`config.mk`:
```
export PLATFORM = sky130hd
export DESIGN_NAME = scps_slave
export DESIGN_NICKNAME = d
export VERILOG_FILES = /design/src/verilog/scps_pkg.sv /design/src/verilog/scps_slave.sv
export VERILOG_INCLUDE_DIRS = /design/src /design/src/verilog
export SDC_FILE = /design/constraint.sdc
export NUM_CORES = 1
export LEC_CHECK = 0
export BUFFER_PORTS_ARGS = -buffer_cell sky130_fd_sc_hd__buf_2
export CAP_MARGIN = 25
export CORE_MARGIN = 4
export CORE_UTILIZATION = 28
export CTS_BUF_LIST = sky130_fd_sc_hd__clkbuf_2 sky130_fd_sc_hd__clkbuf_4 sky130_fd_sc_hd__clkbuf_8
export DETAILED_ROUTE_END_ITERATION = 16
export GPL_ROUTABILITY_DRIVEN = 1
export PLACE_DENSITY = 0.44
export SLEW_MARGIN = 10
export SYNTH_ARGS = -nofsm -noshare
export SYNTH_HDL_FRONTEND = slang
export SYNTH_SLANG_ARGS = --single-unit
```
`constraint.sdc`:
```
create_clock -name ref_clk -period 3 [get_ports ref_clk]
set_input_delay 0.6 -clock ref_clk [delete_from_list [all_inputs] [get_ports ref_clk]]
set_output_delay 0.6 -clock ref_clk [all_outputs]
set_load 0.01 [all_outputs]
```
`src/verilog/scps_defs.svh`:
```
// Purpose: Constants for the serial control port slave
// Assumes: Included by bare name from the slave module only
// Notes:   Mode codes, field positions, bit counts, address step and reset values only
// Summary of operation
// - Two select pins pick one of four port modes
// - Timing pin low first style, high second style
// - Serial mode is slave only; host drives clock
// - Every byte shifts most significant bit first
// - First command byte: direction, six zeros, A7
// - Second command byte: A6..A0 then burst flag
// - Burst read advances address after each byte
// - Burst write advances address after each byte
// - Chip select release ends access, drops bits
// - Partial write byte never reaches the register
// - Burst read prefetches next register during last bit
// - Write data follows commands; burst goes upward
// - Address counter wraps from FFh to 00h
// - Read returns addressed byte, burst continues upward
// - Half duplex, timed only by host clock
`ifndef SCPS_DEFS_SVH
`define SCPS_DEFS_SVH

// Port mode select codes
`define SCPS_MODE_MUX_PAR    2'h0
`define SCPS_MODE_NONMUX_PAR 2'h1
`define SCPS_MODE_SERIAL     2'h2
`define SCPS_MODE_HW_PIN     2'h3

// Command byte fields
`define SCPS_CMD_DIR_BIT     7
`define SCPS_CMD_A7_BIT      0
`define SCPS_CMD_BURST_BIT   0
`define SCPS_BIT_LAST        3'h7
`define SCPS_ADDR_STEP       8'h01

// Reset values
`define SCPS_ADDR_RST        8'h00
`define SCPS_BYTE_RST        8'h00
`define SCPS_SYNC_RST        5'h1F

`endif

```
`src/verilog/scps_pkg.sv`:
```
// Purpose: Types shared by the serial control port slave
// Assumes: Constants live in scps_defs.svh
// Notes:   Only types here
package scps_pkg;

  // Decoded port mode
  typedef enum logic [1:0] {SCPS_MUX_PAR, SCPS_NONMUX_PAR, SCPS_SERIAL, SCPS_HW_PIN} scps_mode_t;

  // Transfer phase of the serial link
  typedef enum logic [1:0] {SCPS_ST_IDLE, SCPS_ST_CMD2, SCPS_ST_DATA, SCPS_ST_DONE} scps_state_t;

  // Request toward the internal register file
  typedef struct packed {
    logic       wr;
    logic       rd;
    logic [7:0] addr;
    logic [7:0] wdata;
  } scps_reg_req_t;

  // Link pins as seen after synchronising
  typedef struct packed {
    logic sck;
    logic mosi;
    logic cs_n;
    logic cpol;
    logic cpha;
  } scps_link_t;

endpackage

```
`src/verilog/scps_slave.sv`:
```
// Purpose: Control port mode decode and serial register access slave
// Assumes: Register file answers a read strobe with data one cycle later
// Notes:   Link pins are sampled on ref_clk; host clock must be slow enough
`timescale 1ns/1ns
`include "scps_defs.svh"

module scps_slave (
  // Clock and reset
  input  wire logic                   ref_clk,
  input  wire logic                   nrst,
  // Mode straps
  input  wire logic [1:0]             port_select_pins,
  input  wire logic                   parallel_timing_select,
  output scps_pkg::scps_mode_t        port_mode,
  output logic                        bus_style_second,
  // Serial link pins
  input  wire logic                   sck,
  input  wire logic                   mosi,
  input  wire logic                   cs_n,
  input  wire logic                   cpol,
  input  wire logic                   cpha,
  output logic                        miso,
  output logic                        miso_oe,
  // Internal register file
  output scps_pkg::scps_reg_req_t     reg_req,
  input  wire logic [7:0]             reg_rd_data
);
  import scps_pkg::*;

  logic [4:0]    sync_st1;
  logic [4:0]    sync_st2;
  logic [4:0]    sync_st3;
  scps_link_t    link;
  logic          sck_prev;
  logic          sck_rise;
  logic          sck_fall;
  logic          lead_edge;
  logic          trail_edge;
  logic          sample_edge;
  logic          shift_edge;
  logic          active;
  logic          byte_done;
  logic [2:0]    bit_cnt;
  logic [7:0]    rx_sr;
  logic [7:0]    next_rx;
  logic [7:0]    tx_sr;
  logic          rd_pending;
  logic          is_read;
  logic          burst;
  logic [7:0]    addr;
  scps_state_t   state;

  // Advance the register address, wrapping at the top of the map
  function automatic logic [7:0] addr_inc(input logic [7:0] a);
    addr_inc = a + `SCPS_ADDR_STEP;
  endfunction

  // Mode decode is registered so straps glitching do not ripple through
  always_ff @(posedge ref_clk)
  begin
    if (!nrst)
    begin
      port_mode        <= SCPS_HW_PIN;
      bus_style_second <= 1'b0;
    end
    else
    begin
      case (port_select_pins)
        `SCPS_MODE_MUX_PAR:    port_mode <= SCPS_MUX_PAR;
        `SCPS_MODE_NONMUX_PAR: port_mode <= SCPS_NONMUX_PAR;
        `SCPS_MODE_SERIAL:     port_mode <= SCPS_SERIAL;
        default:               port_mode <= SCPS_HW_PIN;
      endcase
      bus_style_second <= parallel_timing_select;
    end
  end

  // Three-stage synchroniser; a level counts once stages two and three agree
  always_ff @(posedge ref_clk)
  begin
    if (!nrst)
    begin
      sync_st1 <= `SCPS_SYNC_RST;
      sync_st2 <= `SCPS_SYNC_RST;
      sync_st3 <= `SCPS_SYNC_RST;
      link     <= `SCPS_SYNC_RST;
      sck_prev <= 1'b1;
    end
    else
    begin
      sync_st1 <= {sck, mosi, cs_n, cpol, cpha};
      sync_st2 <= sync_st1;
      sync_st3 <= sync_st2;
      link     <= (link & (sync_st2 ^ sync_st3)) | (sync_st3 & ~(sync_st2 ^ sync_st3));
      sck_prev <= link.sck;
    end
  end

  // Edge roles follow the phase and polarity straps
  assign sck_rise    = link.sck & ~sck_prev;
  assign sck_fall    = ~link.sck & sck_prev;
  assign lead_edge   = link.cpol ? sck_fall : sck_rise;
  assign trail_edge  = link.cpol ? sck_rise : sck_fall;
  assign sample_edge = link.cpha ? trail_edge : lead_edge;
  assign shift_edge  = link.cpha ? lead_edge : trail_edge;
  assign active      = (port_mode == SCPS_SERIAL) && !link.cs_n;
  assign byte_done   = active && sample_edge && (bit_cnt == `SCPS_BIT_LAST);
  assign next_rx     = {rx_sr[6:0], link.mosi};

  // Receive shifter; counter clears with chip select so partial bytes vanish
  always_ff @(posedge ref_clk)
  begin
    if (!nrst)
    begin
      bit_cnt <= 3'h0;
      rx_sr   <= `SCPS_BYTE_RST;
    end
    else if (!active)
    begin
      bit_cnt <= 3'h0;
      rx_sr   <= `SCPS_BYTE_RST;
    end
    else if (sample_edge)
    begin
      bit_cnt <= bit_cnt + 3'h1;
      rx_sr   <= next_rx;
    end
  end

  // Command decode, address counter and register strobes
  always_ff @(posedge ref_clk)
  begin
    if (!nrst)
    begin
      state   <= SCPS_ST_IDLE;
      is_read <= 1'b0;
      burst   <= 1'b0;
      addr    <= `SCPS_ADDR_RST;
      reg_req <= '0;
    end
    else
    begin
      reg_req.wr <= 1'b0;
      reg_req.rd <= 1'b0;
      if (!active)
        state <= SCPS_ST_IDLE;
      else if (byte_done)
      begin
        case (state)
          SCPS_ST_IDLE:
          begin
            is_read  <= next_rx[`SCPS_CMD_DIR_BIT];
            addr[7]  <= next_rx[`SCPS_CMD_A7_BIT];
            state    <= SCPS_ST_CMD2;
          end
          SCPS_ST_CMD2:
          begin
            addr[6:0] <= next_rx[7:1];
            burst     <= next_rx[`SCPS_CMD_BURST_BIT];
            state     <= SCPS_ST_DATA;
            if (is_read)
            begin
              reg_req.rd   <= 1'b1;
              reg_req.addr <= {addr[7], next_rx[7:1]};
            end
          end
          SCPS_ST_DATA:
          begin
            if (!is_read)
            begin
              reg_req.wr    <= 1'b1;
              reg_req.addr  <= addr;
              reg_req.wdata <= next_rx;
            end
            if (!burst)
              state <= SCPS_ST_DONE;
            else
            begin
              addr <= addr_inc(addr);
              if (is_read)
              begin
                reg_req.rd   <= 1'b1;
                reg_req.addr <= addr_inc(addr);
              end
            end
          end
          SCPS_ST_DONE:
            state <= SCPS_ST_DONE; // Extra bytes after a single access are ignored
          default:
            state <= SCPS_ST_IDLE;
        endcase
      end
    end
  end

  // Transmit shifter; loaded from the fetch, drained on the shift edge
  always_ff @(posedge ref_clk)
  begin
    if (!nrst)
    begin
      rd_pending <= 1'b0;
      tx_sr      <= `SCPS_BYTE_RST;
      miso       <= 1'b0;
    end
    else
    begin
      rd_pending <= reg_req.rd;
      if (!active)
      begin
        tx_sr <= `SCPS_BYTE_RST;
        miso  <= 1'b0;
      end
      else if (rd_pending)
        tx_sr <= reg_rd_data;
      else if (shift_edge)
      begin
        miso  <= tx_sr[7];
        tx_sr <= {tx_sr[6:0], 1'b0};
      end
    end
  end

  // Drive the data pin only while returning read data
  assign miso_oe = active && is_read && ((state == SCPS_ST_DATA) || (state == SCPS_ST_DONE));

  // Skip the edge right after reset, where the decode still shows its reset value
  property p_mode;
    @(posedge ref_clk) disable iff (!nrst)
    $past(nrst) |-> (port_mode == scps_mode_t'($past(port_select_pins)));
  endproperty
  AST_MODE_DECODE: assert property (p_mode) else $error("port mode mismatch");

  AST_TIMING_STYLE: assert property (@(posedge ref_clk) disable iff (!nrst)
    $past(nrst) |-> (bus_style_second == $past(parallel_timing_select)))
    else $error("bus style mismatch");

  // Watches the raw pin so the synchroniser delay is covered too
  AST_MISO_FLOAT: assert property (@(posedge ref_clk) disable iff (!nrst)
    cs_n [*6] |-> !miso_oe) else $error("data pin driven while deselected");

  AST_WRITE_ONLY_FULL: assert property (@(posedge ref_clk) disable iff (!nrst)
    reg_req.wr |-> $past(byte_done) && !$past(is_read)) else $error("write without full byte");

  AST_ADDR_WRAP: assert property (@(posedge ref_clk) disable iff (!nrst)
    (byte_done && state == SCPS_ST_DATA && burst) |=> addr == addr_inc($past(addr)))
    else $error("address did not step");

  AST_FETCH_LOAD: assert property (@(posedge ref_clk) disable iff (!nrst)
    (reg_req.rd && active) ##1 active |=> tx_sr == $past(reg_rd_data)) else $error("fetch not loaded");

  AST_HALF_DUPLEX: assert property (@(posedge ref_clk) disable iff (!nrst)
    !(reg_req.wr && reg_req.rd)) else $error("read and write together");

  AST_CS_END: assert property (@(posedge ref_clk) disable iff (!nrst)
    $rose(link.cs_n) |=> state == SCPS_ST_IDLE && bit_cnt == 3'h0) else $error("access not ended");

  AST_SINGLE_STOP: assert property (@(posedge ref_clk) disable iff (!nrst)
    (state == SCPS_ST_DONE) |=> !reg_req.wr && !reg_req.rd) else $error("access after single");

  COV_BURST_WRITE: cover property (@(posedge ref_clk) disable iff (!nrst)
    reg_req.wr ##[1:200] reg_req.wr);
  COV_BURST_READ: cover property (@(posedge ref_clk) disable iff (!nrst)
    reg_req.rd ##[1:200] reg_req.rd);
  COV_ABORT_MID: cover property (@(posedge ref_clk) disable iff (!nrst)
    (active && bit_cnt == 3'h4) ##1 !active);

endmodule

```
# Word level (Yosys, flattened, before mapping)
# Cells that the tools add are included.
# word_totals
elab_cells,89
output_inout_bits,23
register_bits,74
# op_classes
reduce_logical,23
muxes,18
eq_ne,10
bitwise_logic,11
add_sub_neg,2
# ops
cell,n
9-bit two-way mux,3
8-bit two-way mux,3
4-bit AND reduction,5
9-bit one-hot mux with 2 select lines,1
16-bit two-way mux,1
7-bit one-hot mux with 2 select lines,1
5-bit bitwise AND,2
3-bit AND reduction,3
"8-bit by 1-bit adder with 8-bit output, second input constant",1
"2-bit == test, second input constant",4
2-bit one-hot mux with 4 select lines,1
"2-bit inequality test, second input constant",3
2-bit one-hot mux with 3 select lines,1
2-bit AND reduction,3
2-bit nonzero test,3
1-bit logical AND,5
1-bit two-way mux,5
5-bit inverter,1
5-bit OR,1
5-bit XOR,1
"2-bit by 1-bit == test with 1-bit output, second input constant",2
2-bit zero test,2
1-bit inverter,4
"3-bit by 1-bit adder with 3-bit output, second input constant",1
6 further kinds,7

# Longest topological paths before layout
# Gate-level depths: netlist of the first run.
# logic_depth
depth_word,7
ltp_mapped,8
ltp_nobuf,6

# Least setup slack after synthesis of the first run
# OpenSTA, ideal clock, no wires.
# synth_timing
path_kind,flip-flop to output port
from,reg state[0]
to,out miso_oe
slack_ps,769
t_required_ps,2400
path_buffers,3
path_stages_with_launch,8
t_arrival_ps,1631
path_cell_list,dfxtp_1 > inv_1 > ha_1 > clkbuf_1 > clkbuf_1 > buf_1 > o21ai_0 > nor2_1
# synth_via
elab_chain_len,3
word_cells_on_any_way,4
cone_classes,2 x eq/ne; 2 x reduce/logical
# synth_rtl
item,line,source
start: declaration,scps_slave.sv:51,scps_state_t state;
start signal: assignment,scps_slave.sv:135,state <= SCPS_ST_IDLE;
start signal: assignment,scps_slave.sv:146,state <= SCPS_ST_IDLE;
start signal: assignment,scps_slave.sv:154,state <= SCPS_ST_CMD2;
2-bit == test,scps_slave.sv:224,assign miso_oe = active && is_read && ((state == SCPS_ST_DATA) || (state == SCPS_ST_DONE));
1-bit logical OR (*),scps_slave.sv:224,
1-bit logical AND (*),scps_slave.sv:224,
end: declaration,scps_slave.sv:23,"output logic miso_oe,"
# Mark *: on every way between the ends. The rest lies on a longest branch, timed or not.

# Worst setup path in the final report of the first run
# Ends and elaborated chain as after synthesis.

==> results of run 1 <==
==> state kept, by name, indices dropped and copies added (netlist names), named ones only <==
register	cells
rd_pending	1
sync_st1	5
is_read	1
tx_sr	8
sck_prev	1
burst	1
miso	1
rx_sr	7
bit_cnt	3
sync_st2	5
bus_style_second	1
sync_st3	5
reg_req	18
addr	8
port_mode	2
state	2
==> final cells by class <==
class / instances / share of cell area [%]
Clock buffer: 10 / 3.38
Clock inverter: 6 / 1.68
Inverter: 7 / 0.677
Multi-Input combinational cell: 276 / 45.2
Sequential cell: 74 / 38.2
Tap cell: 143 / 4.61
Timing Repair Buffer: 46 / 6.32
==> power by group <==
part	leakage [nW]	switching (W)	internal, W
registers	0.600	0.00000469	0.000992
clock network	0.100	0.000397	0.000395
logic	0.690	0.0000207	0.0000175
==> worst max path at each step <==
stage | cells past startpoint | to | slack, ns | startpoint
after floorplan | 7 | miso_oe | 0.77 | state[0]$_SDFFE_PN0P_
after global placement | 6 | addr[0]$_SDFFE_PN0P_ | 0.75 | state[0]$_SDFFE_PN0P_
after detailed placement | 6 | addr[0]$_SDFFE_PN0P_ | 0.69 | state[0]$_SDFFE_PN0P_
after CTS | 6 | miso_oe | 0.39 | state[0]$_SDFFE_PN0P_
after global routing | 6 | miso_oe | 0.26 | state[0]$_SDFFE_PN0P_
final | 6 | miso_oe | 0.39 | state[0]$_SDFFE_PN0P_
==> worst register-to-register path: stages (launching register included) <==
cell and delay (ns):
dfxtp_1 0.36, inv_1 0.09, ha_1 0.49, and2_1 0.29, o211ai_1 0.33, or4b_1 0.56
a31oi_1 0.16
==> layer usage <==
| layer | global-route usage, % | wire [um] | vias up |
|---|---|---|---|
| met5 | 0 | 0 | - |
| met4 | 5.13 | 155 | 0 |
| met3 | 3.08 | 476 | 11 |
| met2 | 18.4 | 3710 | 84 |
| met1 | 17.7 | 4380 | 1337 |
| li1 | - | - | 1458 |
==> per-stage QoR <==
| stage | area [sq um] | utilization [%] | instances |
|---|---|---|---|
| floorplan | 3360 | - | 384 |
| detailed placement | 3690 | 31.9 | 546 |
| CTS | 3880 | 33.6 | 562 |
| finish | 3880 | 33.6 | 562 |
| global placement | 3690 | 31.9 | 546 |
| global route | 3880 | 33.6 | 562 |
==> cells by family after synthesis <==
kind of cell | after synthesis | share of synthesized area (%)
mux | 15 | 4.69
fa+ha+maj | 8 | 2.98
flops | 74 | 44.0
compound gates | 107 | 20.5
buf+inv | 34 | 3.94
xor+xnor | 2 | 0.744
simple gates | 144 | 23.1
==> placed cells by master, fill, tap and decap left out, types with 2 or more instances in the layout <==
cell        n
o21ai_0    21
o31ai_1     2
mux2i_2     2
nand4b_1    2
nor2_1     18
nand2b_1   21
nand4_1     2
and3b_1     2
a21oi_1    37
a211oi_1   12
mux2_2      3
or2_2       3
and3_1      8
o2bb2ai_1   3
or4_1       3
inv_1       4
clkbuf_8    9
mux2i_1    10
a32oi_1     2
buf_2      40
a22o_1      4
buf_4       6
nor3_1      3
nand2_1    36
o32ai_1     4
clkinv_2    2
o211ai_1    5
nand3_1    22
nor2b_1     7
nand3b_1    5
ha_1        8
o311ai_0    2
a311oi_1    3
clkinv_1    3
nor4_1      2
dfxtp_1    74
and2_1      3
==> results.cfg, run 1 <==
[timing]
rsz0062_at_grt = false
setup_viol = 0
tns_ns = 0
whs_ns = 0.407
relSlewSlack_pct = 48.6
fin_ws_ns = 0.389
period_needed_ns = 2.61
clock-skew-final_ns = 0.0121
drv_slew = 0
worst_pin_slew_ns = 0.756
period_share_pct = 87.0
finalHoldViolations = 0
clock.fmax_mhz = 383

[setup_path]
r2r_start = state[0]$_SDFFE_PN0P_
critPathKind = register to output pin
r2r_setup_slack_ns = 0.64
critPathLaunchType = register
critPathSlowestCell = ha_1
worst_setup_path_end_kind = output pin
critPathArrivalTime_ns = 2.01
crit_family = buffers and inverters
critical_path_required_ns = 2.40
reg2reg_depth = 6
r2r-end = addr[0]$_SDFFE_PN0P_
cp_cell_sequence = inv_1 > ha_1 > buf_4 > o21ai_0 > nor2_1 > buf_2
worstPathMaxFanout = 23
max_stage_delay_ns = 0.49
critPathBufInv = 3

[status]
status = finished clean

[power]
total_power_w = 0.00183
power_leakage_nw = 1.39
max-vdd-ir-drop_mv = 0.186
power.density_mw_per_mm2 = 470

[synthesis]
synth_seq_area_share_pct = 44.0
synth.most_common_cell = dfxtp_1
yosys_warnings = 0
synth_seq_cells = 74
synth_common_cells = 74 x dfxtp_1, 37 x a21oi_1, 36 x nand2_1
synthFlopType = dfxtp_1
synth_top_area_share_pct = 44.0
netlist_area_sq_mm = 0.00336
synth_cell_type_count = 57
syn-num-nets = 410
synth_edf_count = 0
async_reset_ff_share_pct = 0
synthCells = 384
yosys.area.top_type = dfxtp_1
syn_avg_cell_area_sq_um = 8.76
ys_top_cells_by_area = dfxtp_1 44%, a21oi_1 5.5%, nand2_1 4.0%

[global_route]
grt_pass1_wl_um = 14300
antenna_found_initial = 0
grt-ovfl-total = 0
grt_max_degree = 37
grt_pass1_vias = 2769
grt_usage_pct = 12.6

[worst_hold_path]
hold-path-cell-count = 1
hold-path-endpoint = sync_st2[3]$_SDFF_PN1_
hold_class = register to register
hp-start = sync_st1[3]$_SDFF_PN1_

[route]
wl_per_cell_um = 15.5
drtPass1Iterations = 4
route.detailed.drc = 0
antenna_left = 0
vias_per_cell = 5.14
drt_iter0_markers = 228
wirelength_um = 8720
route.vias.total = 2890

[layout]
fillers = 1180
multi_input_area_sq_mm = 0.00175
seq_area_sq_mm = 0.00148
syn_to_final_growth_pct = 15.4
layout-drive-gt1-share_pct = 17.9
final_nets = 440
diodes = 0

[placed_design]
gp_congestion = 0.811
portBuffers = 40
dp_worst_setup_slack_ns = 0.686
post-dp-hpwl_um = 5940

[clock_network]
postCtsHoldBufs = 0
cts_root_buffer = clkbuf_8
clkLatencyLatePin_ns = 0.35
path_clk_slew_ns = 0.08
ctsResizeCount = 0
clock_sinks = 74
clockBufferDepth = 2
cts_tree = yes
cts_buffers = 9
cts_setup_buffers = 0
cts-htree-levels = 3

[die]
die_h_um = 118
rows = 39
die_area_sq_mm = 0.0138
die_w_um = 118
start_util_pct = 29.1
io_pins = 41
coreArea_sq_mm = 0.0116

[flow_run]
drv_cap = 0
Note: power is estimated with default switching activity, not from simulation.
==> run 2, diff against run 1 <==
CORE_UTILIZATION = 40   (was 28)
PLACE_DENSITY = 0.58   (was 0.44)
==> results.cfg, run 2 (synthesis gave the netlist of run 1 again) <==
[clock_network]
postCtsHoldBufs = 0
ctsResizeCount = 0
clkLatencyLatePin_ns = 0.35
clock_sinks = 74
cts_root_buffer = clkbuf_8
cts_buffers = 9
clockBufferDepth = 2
path_clk_slew_ns = 0.08
cts-htree-levels = 3
cts_tree = yes
cts_setup_buffers = 0

[timing]
worst_pin_slew_ns = 0.718
clock-skew-final_ns = 0.00944
clock.fmax_mhz = 381
period_needed_ns = 2.62
fin_ws_ns = 0.378
period_share_pct = 87.4
finalHoldViolations = 0
tns_ns = 0
rsz0062_at_grt = false
setup_viol = 0
drv_slew = 0
relSlewSlack_pct = 51.2

[global_route]
grt_max_degree = 37
antenna_found_initial = 0
grt_pass1_wl_um = 13600
grt-ovfl-total = 0
grt_pass1_vias = 2708
grt_usage_pct = 17.0

[power]
max-vdd-ir-drop_mv = 0.315
power.density_mw_per_mm2 = 479
power_leakage_nw = 1.40

[worst_hold_path]
hp-start = sync_st1[3]$_SDFF_PN1_
hold-path-endpoint = sync_st2[3]$_SDFF_PN1_
hold_class = register to register
hold-path-cell-count = 1

[layout]
layout-drive-gt1-share_pct = 18.1
fillers = 802
syn_to_final_growth_pct = 14.7
diodes = 0
largest_register_ffs = 18
final_nets = 441
top_register = reg_req
final_cell_mix = 74 x dfxtp_1, 40 x buf_2, 37 x a21oi_1
final_common_cell = dfxtp_1
reg.largest.list = reg_req x18, addr x8, tx_sr x8

[die]
start_util_pct = 40.9
coreArea_sq_mm = 0.00822
rows = 33
die_area_sq_mm = 0.00994
die_h_um = 99.7
die_w_um = 99.7
io_pins = 41

[placed_design]
gp_congestion = 0.909
dp_worst_setup_slack_ns = 0.696
portBuffers = 40
post-dp-hpwl_um = 5640

[setup_path]
r2r-end = addr[5]$_SDFFE_PN0P_
r2r_start = state[0]$_SDFFE_PN0P_
critPathKind = register to output pin
worst_setup_path_end_kind = output pin
critPathLaunchType = register
worstPathMaxFanout = 22
critPathArrivalTime_ns = 2.02
max_stage_delay_ns = 0.48
r2r_setup_slack_ns = 0.67
cp_cell_sequence = inv_1 > ha_1 > buf_4 > o21ai_0 > nor2_1 > buf_2
reg2reg_depth = 6
critical_path_required_ns = 2.40
critPathSlowestCell = ha_1

[route]
route.detailed.drc = 0
wirelength_um = 8250
vias_per_cell = 5.58
drtPass1Iterations = 4
drt_iter0_markers = 149
route.vias.total = 2927
antenna_left = 0
wl_per_cell_um = 15.7

[status]
status = finished clean

[flow_run]
drv_cap = 0
-- run 2: per-layer routing --
| layer | GRT usage, % | wire (um) | up-vias |
|---|---|---|---|
| met3 | 4.28 | 423 | 15 |
| met2 | 26.2 | 3770 | 76 |
| met1 | 23.1 | 3900 | 1383 |
| met5 | 0 | 0 | - |
| met4 | 6.09 | 151 | 0 |
| li1 | - | - | 1453 |
-- run 2: per-stage QoR --
step                      hold slack [ns]  power, W  area [sq um]  std cells  utilization (%)
final                               0.410   0.00185          3860        525             46.9
after global routing                0.405   0.00192          3860        525             46.9
after CTS                           0.402   0.00187          3860        525             46.9
after detailed placement            0.391   0.00106          3650        509             44.4
after global placement              0.389   0.00106          3650        509             44.4
after floorplan                     0.386   0.00104          3360        384                -
-- run 2: cell type report --
class                           count  area, sq um  area share, %
Clock inverter                      6         73.8           1.91
Clock buffer                       10          138           3.57
Timing Repair Buffer               47          253           6.55
Inverter                            7         26.3          0.681
Tap cell                          105          131           3.41
Multi-Input combinational cell    276         1750           45.5
Sequential cell                    74         1480           38.4
-- run 2: worst max path at each step --
stage | startpoint | end | slack [ns] | cells past startpoint
final | state[0]$_SDFFE_PN0P_ | miso_oe | 0.38 | 6
after global routing | state[0]$_SDFFE_PN0P_ | miso_oe | 0.19 | 6
after CTS | state[0]$_SDFFE_PN0P_ | miso_oe | 0.37 | 6
after detailed placement | state[0]$_SDFFE_PN0P_ | addr[5]$_SDFFE_PN0P_ | 0.70 | 6
after global placement | state[0]$_SDFFE_PN0P_ | addr[0]$_SDFFE_PN0P_ | 0.81 | 6
after floorplan | state[0]$_SDFFE_PN0P_ | miso_oe | 0.77 | 7
-- run 2: report_power, final --
part           switching, W  total [W]  internal, W
logic             0.0000201  0.0000376    0.0000175
registers        0.00000454   0.000996     0.000992
clock network      0.000396   0.000813     0.000417
total              0.000420    0.00185      0.00143
-- run 2: worst max-delay path: cells and delay by family (launching register included) --
kind	cells	cell delay (ns)
DFF	1	0.36
and+or+nand+nor	1	0.13
adders and majority gates	1	0.48
buffers and inverters	3	0.58
AOI/OAI and AO/OA	1	0.12
==> run 3, diff against run 2 <==
clock period = 2.55 ns   (was 3 ns; I/O delays follow)
==> results.cfg, run 3 (synthesis gave the netlist of run 1 again) <==
[layout]
final_cell_mix = 74 x dfxtp_1, 40 x buf_2, 37 x a21oi_1
final_nets = 443
top_register = reg_req
fillers = 799
final_common_cell = dfxtp_1
seq_area_sq_mm = 0.00148
layout-drive-gt1-share_pct = 18.5
largest_register_ffs = 18
syn_to_final_growth_pct = 16.2
diodes = 0
multi_input_area_sq_mm = 0.00175
stdcell_area_sq_mm = 0.00391
reg.largest.list = reg_req x18, addr x8, tx_sr x8

[timing]
drv_slew = 0
tns_ns = 0
period_share_pct = 91.8
setup_viol = 0
clock-skew-final_ns = 0.0167
period_needed_ns = 2.34
rsz0062_at_grt = false
worst_pin_slew_ns = 0.770
fin_ws_ns = 0.210
clock.fmax_mhz = 427
relSlewSlack_pct = 47.7
finalHoldViolations = 0
whs_ns = 0.339

[setup_path]
critPathLaunchType = register
critPathBufInv = 3
crit_family = buffers and inverters
worst_setup_path_end_kind = output pin
r2r_setup_slack_ns = 0.35
critPathKind = register to output pin
critical_path_required_ns = 2.04
reg2reg_depth = 6
critPathSlowestCell = ha_1
r2r-end = addr[3]$_SDFFE_PN0P_
max_stage_delay_ns = 0.41
cp_cell_sequence = inv_1 > ha_1 > buf_12 > o21ai_0 > nor2_1 > buf_2
critPathArrivalTime_ns = 1.83
worstPathMaxFanout = 25
r2r_start = state[0]$_SDFFE_PN0P_

[die]
coreArea_sq_mm = 0.00822
io_pins = 41
die_area_sq_mm = 0.00994
start_util_pct = 40.9
die_w_um = 99.7
rows = 33
die_h_um = 99.7

[clock_network]
cts_tree = yes
cts_setup_buffers = 0
clock_sinks = 74
cts_root_buffer = clkbuf_8
ctsResizeCount = 0
postCtsHoldBufs = 0
path_clk_slew_ns = 0.08
clkLatencyLatePin_ns = 0.35
cts_buffers = 9
cts-htree-levels = 3
clockBufferDepth = 2

[global_route]
grt_max_degree = 27
grt_pass1_vias = 2788
grt-ovfl-total = 0
grt_pass1_wl_um = 14000
grt_usage_pct = 17.5
antenna_found_initial = 0

[power]
total_power_w = 0.00229
power_leakage_nw = 1.43
power.density_mw_per_mm2 = 585
max-vdd-ir-drop_mv = 0.273

[route]
wl_per_cell_um = 15.8
drt_iter0_markers = 224
vias_per_cell = 5.53
wirelength_um = 8330
drtPass1Iterations = 5
route.detailed.drc = 0
antenna_left = 0
route.vias.total = 2916

[status]
status = finished clean

[worst_hold_path]
hold_class = input pin to register
hp-start = cs_n
hold-path-cell-count = 2
hold-path-endpoint = sync_st1[2]$_SDFF_PN1_

[placed_design]
place_area_sq_mm = 0.00367
gp_congestion = 0.929
dp_worst_setup_slack_ns = 0.379
post-dp-hpwl_um = 5750
portBuffers = 40

[flow_run]
drv_cap = 0
==> run 3: changes by cell type in the layout (fill, tap and decap cells not counted) <==
| cell | delta |
|---|---|
| bufinv_16 | +1 |
| buf_12 | +1 |
| clkinv_4 | +1 |
| clkinvlp_4 | -2 |
| buf_4 | +1 |
==> run 3: area by class of cell <==
class / count / share of cell area, %
clock buffers: 10 / 3.52
clock inverters: 6 / 2.50
inverters: 7 / 0.672
multi-input cells: 276 / 44.9
flip-flops and latches: 74 / 37.9
well taps: 105 / 3.36
repair buffers: 49 / 7.17
==> run 3: worst max path at each step <==
stage / endpoint / slack (ns) / cells after the start / startpoint
6_report: miso_oe / 0.21 / 6 / state[0]$_SDFFE_PN0P_
3_5_place_dp: addr[3]$_SDFFE_PN0P_ / 0.38 / 6 / state[0]$_SDFFE_PN0P_
3_3_place_gp: addr[5]$_SDFFE_PN0P_ / 0.48 / 6 / state[0]$_SDFFE_PN0P_
4_1_cts: miso_oe / 0.22 / 6 / state[0]$_SDFFE_PN0P_
2_1_floorplan: miso_oe / 0.41 / 7 / state[0]$_SDFFE_PN0P_
5_1_grt: miso_oe / 0.01 / 6 / state[0]$_SDFFE_PN0P_
==> run 3: worst reg2reg max path, cell delays in order, from the launching register on <==
cell,delay (ns)
dfxtp_1,0.40
inv_1,0.08
ha_1,0.35
and2_1,0.24
o211ai_1,0.58
nand2b_1,0.31
o32ai_1,0.12
==> run 3: per-stage QoR <==
stage          instances  utilization [%]
2_1_floorplan        384                -
4_1_cts              527             47.6
3_3_place_gp         511             44.7
6_report             527             47.6
3_5_place_dp         511             44.7
5_1_grt              527             47.6
==> run 3: power breakdown <==
group          internal (W)  leakage, nW  switching (W)  total [W]
clock network      0.000592        0.119       0.000476    0.00107
registers           0.00117        0.600     0.00000558    0.00117
logic             0.0000216        0.707      0.0000237  0.0000453
==> run 3: layer usage <==
layer  GRT usage [%]  wire length (um)  vias up  part of all wire (%)
met1            23.8              3890     1338                    47
met5               0                 0        -                     0
met2            26.6              3720       97                    45
li1                -                 -     1462                     -
met4            7.88               231        0                   2.8
met3            3.58               490       19                   5.9
